===== src/verilog/fbm_pkg.sv =====
// Purpose: shared constants and carriers for the flag bit exchange bank
// Assumes: one 250 MHz clock, zero based protocol addresses on requests
// Notes: printed register numbers kept as-is, bases derive addresses
package fbm_pkg;

	// Clock and interval timing
	localparam int CLK_PERIOD_PS = 4000;
	localparam int PS_PER_US = 1000000;
	localparam int US_CYCLES = PS_PER_US / CLK_PERIOD_PS;
	localparam int RPI_MIN_MS = 50;
	localparam int US_PER_MS = 1000;
	localparam logic [31:0] RPI_MIN_US = 32'(RPI_MIN_MS * US_PER_MS);

	// Assembly instances
	localparam logic [7:0] ASM_SMALL_OT = 8'h70;
	localparam logic [7:0] ASM_SMALL_TO = 8'h64;
	localparam logic [7:0] ASM_LARGE_OT = 8'h71;
	localparam logic [7:0] ASM_LARGE_TO = 8'h65;

	// Network server port
	localparam logic [15:0] SERVER_PORT = 16'h01F6;

	// Function codes
	localparam logic [7:0] FC_RD_COILS = 8'h01;
	localparam logic [7:0] FC_RD_DISC = 8'h02;
	localparam logic [7:0] FC_RD_HOLD = 8'h03;
	localparam logic [7:0] FC_RD_INPUT = 8'h04;
	localparam logic [7:0] FC_WR_COIL = 8'h05;
	localparam logic [7:0] FC_WR_REG = 8'h06;
	localparam logic [7:0] FC_RD_EXC = 8'h07;
	localparam logic [7:0] FC_WR_MULTI = 8'h10;

	// Exception codes
	localparam logic [7:0] EXC_NONE = 8'h00;
	localparam logic [7:0] EXC_FUNC = 8'h01;
	localparam logic [7:0] EXC_ADDR = 8'h02;
	localparam logic [7:0] EXC_VALUE = 8'h03;

	// Printed register numbers and their bank bases
	localparam logic [15:0] COIL_BASE = 16'h0001;
	localparam logic [15:0] CMD_COIL_REG = 16'h0001;
	localparam logic [15:0] DISC_BASE = 16'h2711;
	localparam logic [15:0] ACK_DISC_REG = 16'h2711;
	localparam logic [15:0] STAT_DISC_REG = 16'h2721;
	localparam logic [15:0] CMD_COIL_ADDR = CMD_COIL_REG - COIL_BASE;
	localparam logic [15:0] ACK_DISC_ADDR = ACK_DISC_REG - DISC_BASE;
	localparam logic [15:0] STAT_DISC_ADDR = STAT_DISC_REG - DISC_BASE;
	localparam logic [15:0] FLAG_BITS = 16'h0010;
	localparam logic [15:0] DISC_BITS = 16'h0020;

	// Word addresses of register banks
	localparam logic [15:0] IN_ACK_WORD = 16'h0000;
	localparam logic [15:0] IN_STAT_WORD = 16'h0001;
	localparam logic [15:0] IN_ERR_LSW = 16'h0002;
	localparam logic [15:0] IN_ERR_MSW = 16'h0003;
	localparam logic [15:0] HOLD_OUT_BASE = 16'h03E8;
	localparam logic [15:0] HOLD_CMD_WORD = 16'h0000;

	// Coil write values
	localparam logic [15:0] COIL_ON = 16'hFF00;
	localparam logic [15:0] COIL_OFF = 16'h0000;

	// Defined bits of command and status words
	localparam logic [15:0] CMD_MASK = 16'h800F;
	localparam logic [15:0] STAT_MASK = 16'hF0EF;
	localparam int CMD_PRODUCT = 0;
	localparam int CMD_LEARN = 1;
	localparam int CMD_TRIGGER = 2;
	localparam int CMD_BARCODE = 3;
	localparam int CMD_EXECUTE = 15;
	localparam int ST_READY = 0;
	localparam int ST_VERDICT = 1;
	localparam int ST_DECODE = 2;
	localparam int ST_ARMED = 3;
	localparam int ST_OUT1 = 5;
	localparam int ST_MISSED = 12;
	localparam int ST_EXEC_ERR = 15;
	localparam logic [15:0] WORD_ZERO = 16'h0000;

	typedef struct packed {
		logic [7:0] func;
		logic [15:0] addr;
		logic [15:0] wdata;
	} fbm_req_type;

	typedef struct packed {
		logic [7:0] func;
		logic [7:0] exc;
		logic [15:0] rdata;
	} fbm_rsp_type;

	typedef struct packed {
		logic cyclic;
		logic [15:0] tcp_port;
		logic [7:0] ot_inst;
		logic [7:0] to_inst;
		logic [31:0] rpi_us;
		logic int16_fmt;
	} fbm_conn_type;

	typedef struct packed {
		logic [15:0] w0;
		logic [15:0] w1;
		logic [15:0] w2;
		logic [15:0] w3;
	} fbm_cyc_type;

endpackage


===== src/verilog/fbm_ack_cell.sv =====
// Purpose: one acknowledge flag following its command flag
// Assumes: done is a one cycle pulse from the inspection core
// Notes: done without a raised command is ignored
module fbm_ack_cell
	import fbm_pkg::*;
(
	// Clock and reset
	input wire logic clk_sys,
	input wire logic rst_n,
	// Handshake
	input wire logic cmd,
	input wire logic done,
	output logic ack
);

	logic ack_reg;
	logic ack_next;

	always_comb begin
		ack_next = ack_reg;
		// set after done, drop with command
		if (!cmd) begin
			ack_next = 1'b0;
		end else if (done) begin
			ack_next = 1'b1;
		end
	end

	always_ff @(posedge clk_sys) begin
		if (!rst_n) begin
			ack_reg <= 1'b0;
		end else begin
			ack_reg <= ack_next;
		end
	end

	assign ack = ack_reg;

endmodule // fbm_ack_cell


===== src/verilog/fbm_flag_bank.sv =====
// Purpose: command, acknowledge and status flag bank for the network side
// Assumes: requests and core signals are on clk_sys, one item per request
// Notes: multi register writes arrive as one request per word
//
// Summary of operation
// - Cyclic packet intervals down to 50 ms accepted, shorter ones refused.
// - Small grouping uses instance 112 outbound and 100 inbound.
// - Large grouping uses instance 113 outbound and 101 inbound.
// - Network server accepts client connections on TCP port 502.
// - Output words read alike as input registers and as holding registers.
// - Single coil write sets or clears the matching command bit.
// - Acknowledge and status bits read as discrete inputs.
// - Function codes 01 to 07 and 16 are served.
// - Coils 1 to 16 are command bits; undefined bits stay zero.
// - Discrete inputs 10001-10016 carry acknowledge bits like commands.
// - Discrete inputs 10017-10032 carry status bits; reserved read zero.
// - Output words 0 and 1 carry acknowledge and status words.
// - 32-bit values go low word first, high word second.
module fbm_flag_bank
	import fbm_pkg::*;
#(
	parameter int FLAGS = 16
)
(
	// Clock and reset
	input wire logic clk_sys,
	input wire logic rst_n,
	// Request and answer
	input wire logic req_valid,
	output logic req_ready,
	input wire fbm_req_type req,
	output logic rsp_valid,
	input wire logic rsp_ready,
	output fbm_rsp_type rsp,
	// Connection setup
	input wire logic conn_valid,
	input wire fbm_conn_type conn,
	input wire logic conn_close,
	output logic conn_accept,
	output logic conn_reject,
	output logic conn_open,
	output logic conn_large,
	// Cyclic exchange
	input wire logic ot_valid,
	input wire logic [15:0] ot_word0,
	output logic to_valid,
	output fbm_cyc_type to_data,
	// Inspection core
	output logic [FLAGS-1:0] cmd_bits,
	output logic [FLAGS-1:0] cmd_start,
	input wire logic [FLAGS-1:0] cmd_done,
	input wire logic [15:0] status_in,
	input wire logic [31:0] error_code
);

	if (FLAGS != 16) begin : g_bad_width
		$error("fbm_flag_bank serves 16 flag bits only");
	end

	typedef enum logic [1:0] {
		CONN_IDLE,
		CONN_SERVER,
		CONN_CYCLIC
	} fbm_conn_state_type;

	fbm_conn_state_type conn_reg, conn_next;
	logic large_reg, large_next;
	logic accept_reg, accept_next;
	logic reject_reg, reject_next;
	logic [31:0] rpi_reg, rpi_next;
	logic [15:0] cmd_reg, cmd_next;
	logic [15:0] cmd_prev_reg;
	logic rsp_valid_reg, rsp_valid_next;
	fbm_rsp_type rsp_reg, rsp_next;
	logic [7:0] us_cnt_reg, us_cnt_next;
	logic [31:0] int_cnt_reg, int_cnt_next;
	logic to_valid_reg, to_valid_next;
	fbm_cyc_type to_reg, to_next;
	logic [15:0] ack_word;
	logic [15:0] stat_word;
	logic [31:0] disc_bits;
	logic take;
	logic us_tick;
	logic pair_small;
	logic pair_large;

	for (genvar i = 0; i < FLAGS; i++) begin : g_ack
		fbm_ack_cell u_cell (
			.clk_sys(clk_sys),
			.rst_n(rst_n),
			.cmd(cmd_reg[i]),
			.done(cmd_done[i] & CMD_MASK[i]),
			.ack(ack_word[i])
		);
	end

	assign stat_word = status_in & STAT_MASK;
	// ack bits low, status bits high
	assign disc_bits = {stat_word, ack_word};
	assign req_ready = !rsp_valid_reg || rsp_ready;
	assign take = req_valid && req_ready;
	assign pair_small = conn.ot_inst == ASM_SMALL_OT
		&& conn.to_inst == ASM_SMALL_TO;
	assign pair_large = conn.ot_inst == ASM_LARGE_OT
		&& conn.to_inst == ASM_LARGE_TO;

	// Connection handling
	always_comb begin
		conn_next = conn_reg;
		large_next = large_reg;
		rpi_next = rpi_reg;
		accept_next = 1'b0;
		reject_next = 1'b0;
		if (conn_close) begin
			conn_next = CONN_IDLE;
		end else if (conn_valid) begin
			if (!conn.cyclic) begin
				// only the server port is taken
				if (conn.tcp_port == SERVER_PORT) begin
					accept_next = 1'b1;
					conn_next = CONN_SERVER;
				end else begin
					reject_next = 1'b1;
				end
			end else if ((pair_small || pair_large) && conn.int16_fmt
				&& conn.rpi_us >= RPI_MIN_US) begin
				accept_next = 1'b1;
				conn_next = CONN_CYCLIC;
				large_next = pair_large;
				rpi_next = conn.rpi_us;
			end else begin
				reject_next = 1'b1;
			end
		end
	end

	// Command word and request decode
	always_comb begin
		logic [15:0] w;
		w = req.addr;
		cmd_next = cmd_reg;
		rsp_valid_next = rsp_valid_reg && !rsp_ready;
		rsp_next = rsp_reg;
		if (take) begin
			rsp_valid_next = 1'b1;
			rsp_next.func = req.func;
			rsp_next.exc = EXC_NONE;
			rsp_next.rdata = WORD_ZERO;
			unique case (req.func)
				FC_RD_COILS: begin
					if (req.addr < FLAG_BITS) begin
						rsp_next.rdata = cmd_reg >> req.addr[3:0];
					end else begin
						rsp_next.exc = EXC_ADDR;
					end
				end
				FC_RD_DISC: begin
					if (req.addr < DISC_BITS) begin
						rsp_next.rdata = 16'(disc_bits >> req.addr[4:0]);
					end else begin
						rsp_next.exc = EXC_ADDR;
					end
				end
				FC_RD_HOLD, FC_RD_INPUT: begin
					if (req.func == FC_RD_HOLD) begin
						w = req.addr - HOLD_OUT_BASE;
					end
					if (req.func == FC_RD_HOLD && req.addr == HOLD_CMD_WORD) begin
						rsp_next.rdata = cmd_reg;
					end else if (w == IN_ACK_WORD) begin
						rsp_next.rdata = ack_word;
					end else if (w == IN_STAT_WORD) begin
						rsp_next.rdata = stat_word;
					end else if (w == IN_ERR_LSW) begin
						rsp_next.rdata = error_code[15:0];
					end else if (w == IN_ERR_MSW) begin
						rsp_next.rdata = error_code[31:16];
					end else begin
						rsp_next.exc = EXC_ADDR;
					end
				end
				FC_WR_COIL: begin
					if (req.addr >= FLAG_BITS) begin
						rsp_next.exc = EXC_ADDR;
					end else if (req.wdata == COIL_ON) begin
						cmd_next[req.addr[3:0]] = CMD_MASK[req.addr[3:0]];
						rsp_next.rdata = req.wdata;
					end else if (req.wdata == COIL_OFF) begin
						cmd_next[req.addr[3:0]] = 1'b0;
						rsp_next.rdata = req.wdata;
					end else begin
						rsp_next.exc = EXC_VALUE;
					end
				end
				FC_WR_REG, FC_WR_MULTI: begin
					if (req.addr == HOLD_CMD_WORD) begin
						cmd_next = req.wdata & CMD_MASK;
						rsp_next.rdata = req.wdata;
					end else begin
						rsp_next.exc = EXC_ADDR;
					end
				end
				FC_RD_EXC: begin
					rsp_next.rdata = {8'h00, stat_word[7:0]};
				end
				default: begin
					rsp_next.exc = EXC_FUNC;
				end
			endcase
		end
		// Cyclic word lands last so it wins a same cycle clash
		if (ot_valid && conn_reg == CONN_CYCLIC) begin
			cmd_next = ot_word0 & CMD_MASK;
		end
	end

	// Produce the inbound cyclic packet once per interval
	always_comb begin
		us_tick = us_cnt_reg == 8'(US_CYCLES - 1);
		us_cnt_next = us_tick ? 8'h00 : us_cnt_reg + 8'h01;
		int_cnt_next = int_cnt_reg;
		to_valid_next = 1'b0;
		to_next = to_reg;
		if (conn_reg != CONN_CYCLIC) begin
			int_cnt_next = 32'h0000_0000;
		end else if (us_tick) begin
			if (int_cnt_reg >= rpi_reg - 32'h0000_0001) begin
				int_cnt_next = 32'h0000_0000;
				to_valid_next = 1'b1;
				// words 0 and 1 carry flag words
				to_next.w0 = ack_word;
				to_next.w1 = stat_word;
				to_next.w2 = error_code[15:0];
				to_next.w3 = error_code[31:16];
			end else begin
				int_cnt_next = int_cnt_reg + 32'h0000_0001;
			end
		end
	end

	always_ff @(posedge clk_sys) begin
		if (!rst_n) begin
			conn_reg <= CONN_IDLE;
			large_reg <= 1'b0;
			accept_reg <= 1'b0;
			reject_reg <= 1'b0;
			rpi_reg <= RPI_MIN_US;
			cmd_reg <= WORD_ZERO;
			cmd_prev_reg <= WORD_ZERO;
			rsp_valid_reg <= 1'b0;
			rsp_reg <= '0;
			us_cnt_reg <= 8'h00;
			int_cnt_reg <= 32'h0000_0000;
			to_valid_reg <= 1'b0;
			to_reg <= '0;
		end else begin
			conn_reg <= conn_next;
			large_reg <= large_next;
			accept_reg <= accept_next;
			reject_reg <= reject_next;
			rpi_reg <= rpi_next;
			cmd_reg <= cmd_next;
			cmd_prev_reg <= cmd_reg;
			rsp_valid_reg <= rsp_valid_next;
			rsp_reg <= rsp_next;
			us_cnt_reg <= us_cnt_next;
			int_cnt_reg <= int_cnt_next;
			to_valid_reg <= to_valid_next;
			to_reg <= to_next;
		end
	end

	assign conn_accept = accept_reg;
	assign conn_reject = reject_reg;
	assign conn_open = conn_reg != CONN_IDLE;
	assign conn_large = large_reg;
	assign rsp_valid = rsp_valid_reg;
	assign rsp = rsp_reg;
	assign to_valid = to_valid_reg;
	assign to_data = to_reg;
	assign cmd_bits = cmd_reg;
	assign cmd_start = cmd_reg & ~cmd_prev_reg;

endmodule // fbm_flag_bank


===== config.mk =====
export PLATFORM = sky130hd
export DESIGN_NAME = fbm_flag_bank
export DESIGN_NICKNAME = d
export VERILOG_FILES = /design/src/verilog/fbm_pkg.sv /design/src/verilog/fbm_ack_cell.sv /design/src/verilog/fbm_flag_bank.sv
export SDC_FILE = /design/constraint.sdc
export NUM_CORES = 1
export LEC_CHECK = 0
export BUFFER_PORTS_ARGS = -buffer_cell sky130_fd_sc_hd__buf_2
export CAP_MARGIN = 25
export CORE_MARGIN = 2
export CORE_UTILIZATION = 45
export CTS_CLUSTER_DIAMETER = 80
export DETAILED_ROUTE_END_ITERATION = 7
export PLACE_DENSITY = 0.76
export SYNTH_ARGS = -nofsm -noshare
export SYNTH_HDL_FRONTEND = slang
export SYNTH_SLANG_ARGS = --single-unit

===== constraint.sdc =====
create_clock -name clk_sys -period 6 [get_ports clk_sys]
set_clock_uncertainty 0.05 [all_clocks]
set_input_delay 0.3 -clock clk_sys [delete_from_list [all_inputs] [get_ports clk_sys]]
set_output_delay 0.3 -clock clk_sys [all_outputs]
set_load 0.02 [all_outputs]

==> run metrics <==
port bufs=278; commonest cells in the netlist=nand2_1 (229), dfxtp_1 (190), nor2_1 (143); CTS Buffer Depth=2; Max Slew Vio Count=0; Post-Synthesis Cells=1493; min-delay worst type=in2reg; post-synthesis to final-layout area growth=16.5%; Initial Util=between 40% and 50%; Syn Area/Cell=8.07 um^2; Final Cycle Share=80.4%; Max VDD drop=0.174 mV; Finished Layout Cells=2053; synthesis warning total=0; slowest CP cell=nor4_1; ratio of cells with drive above 1 in the final layout=22.0%; routed len/inst=19.2 um; largest cells by area after synthesis=dfxtp_1 (32%), mux2i_1 (10%), nand2_1 (7.1%); clock-pin slew of the registers on the worst-case setup and hold paths=0.08 ns; cts hold-fix bufs=0; FF+latch count, synth=190; Top FF cell, synth=dfxtp_1; FP Rows=slightly below 60; chip height=~170 um; worst-path fanout max=48; cell taking the most area after synthesis=dfxtp_1; dpl cells=2017; dpl hpwl=~30000 um; Vias=11944; GPL Wtd Cong=0.986; CTS resizes=0; max reg flops=48; number of global-route vias before repair=11426; type of the worst setup path=reg2reg; first-pass GRT wire length=61100 um; # setup viols final=0; static leakage=5.96 nW; status=finished clean; total gr overflow=0; root buffer cell=clkbuf_16; vias per cell=5.82; Die ar.=28100 um^2; Final Critical Period=4.82 ns; power per cell area=193 nW/um^2; Max stage delay on crit path=approximately 0.71 ns; Worst EP required=~6.3 ns; Post-CTS Setup Bufs=0; Critical Path Most Common Cell=nor4_1; crit end category=flop; layout net count=1934; crit path cell chain=nor4_1 -> and3_1 -> nand2_1 -> nor4_1 -> nand3_1 -> nor4_1 -> xnor2_1 -> ha_1 -> nand4_1 -> nor3_1 -> nor4b_1 -> a211oi_1 -> buf_4 -> nor2_4 -> buf_12 -> mux2i_1; Worst Max-Slew Pin Slew=1.11 ns; H-Tree Depth=4; Detailed Route Iter0 Violations=1196; GRT Total Usage=27.3%; most frequent cell after synthesis=nand2_1; Unique masters post-synth=86; cts bufs inserted=17; Die W=168 um; worst-skew pair later-pin latency=0.43 ns; Seq/Total Area, Yosys=31.6%; TNS Setup=0 ns; clk sinks=190; fmax=about 210 MHz; drt drc=0; maxcap violations=0; relative slew slack=25.4%; Final ANT Viol Nets=0; final hold vios=0; number of synthesized flops with an enable pin=0; CTS tree=built; arrival time at the worst endpoint=5.13 ns; largest net degree at the start of global routing=112; core region area=26200 um^2; unrepaired setup endpoints after global routing=false; Async SR Flop Fraction=0%; Power Total=2.71 mW; CP Launch Type=flop; synthesized area=12100 um^2; 1st-pass router iterations=7; final wirelength=39400 um; placed inst area=13400 um^2; Synth top area share=31.6%; io pins=between 300 and 400; post-route cell area=14000 um^2; initial antenna violation count=1
## kinds of logic after synthesis
kind of cell    count (synthesis)  synth area share, %
compound gates                271                 15.2
xor+xnor                       69                 5.02
fa+ha+maj                      37                 3.84
buf+inv                       144                 6.04
flops                         190                 31.6
mux                           142                 12.7
other cells                     1               0.0311
simple gates                  639                 25.7
## per-layer routing
metal / GRT usage [%] / vias up / share of wire, %
li1: - / 5703 / -
met1: 33.9 / 5586 / 41
met2: 44.9 / 550 / 47
met3: 6.59 / 105 / 8.3
met4: 12.3 / 0 / 4.1
met5: 0 / - / 0
## cell usage in the layout (no fill, tap or decap), types with 33 or more instances in the layout
| cell | count |
|---|---|
| mux2i_1 | 120 |
| nand3_1 | 44 |
| nand2_1 | 229 |
| o21ai_0 | 65 |
| dfxtp_1 | 190 |
| buf_2 | 277 |
| ha_1 | 37 |
| a21oi_1 | 58 |
| nor2_1 | 142 |
| nor3_1 | 33 |
| xnor2_1 | 44 |
## layout make-up
| type | instances | area (um^2) |
|---|---|---|
| fillers | 2506 | 12200 |
| flip-flops and latches | 190 | 3800 |
| clock inverters | 14 | 151 |
| multi-input cells | 1180 | 7620 |
| clock buffers | 18 | 429 |
| inverters | 23 | 86.3 |
| repair buffers | 292 | 1530 |
| diodes | 1 | 2.50 |
| well taps | 335 | 419 |
## through the flow
| step | setup slack, ns | hold slack (ns) | utilization (%) |
|---|---|---|---|
| floorplan | 1.43 | 0.364 | - |
| global placement | 1.30 | 0.389 | 51.2 |
| detailed placement | 1.18 | 0.396 | 51.2 |
| CTS | 1.13 | 0.00499 | 53.4 |
| global route | 0.795 | 0.00733 | 53.6 |
| finish | 1.18 | 0.0145 | 53.6 |
## worst paths after layout
| path | slack (ns) | cells after the start | startpoint | endpoint |
|---|---|---|---|---|
| setup / recovery | 1.18 | 16 | rpi_reg[3]$_SDFFE_PN0P_ | to_data[31]$_SDFFE_PN0P_ |
| hold / removal | 0.01 | 3 | cmd_done[3] | g_ack[3].u_cell.ack$_SDFFE_PN0P_ |
| setup reg to reg | 1.18 | 16 | rpi_reg[3]$_SDFFE_PN0P_ | to_data[31]$_SDFFE_PN0P_ |
| hold reg to reg | 0.41 | 2 | rsp[26]$_SDFFE_PN0P_ | rsp[26]$_SDFFE_PN0P_ |
## report_power, final
group          switching, mW  leakage [nW]  total [mW]  internal, mW
Combinational          0.202          4.15       0.312         0.110
Clock                  0.576         0.277        1.13         0.556
Sequential           0.00343          1.53        1.27          1.27
Total                  0.782          5.96        2.71          1.93
## worst max-delay path: cells and delay by family, from the launching register on
family	cells	cell delay (ns)
XOR/XNOR	1	0.12
multiplexers	1	0.26
buffers and inverters	2	0.48
AND/OR/NAND/NOR	10	2.99
flip-flops	1	0.36
adder cells (fa/ha/maj)	1	0.30
AO/OA/AOI/OAI	1	0.14
Note: power is estimated with default switching activity, not from simulation.
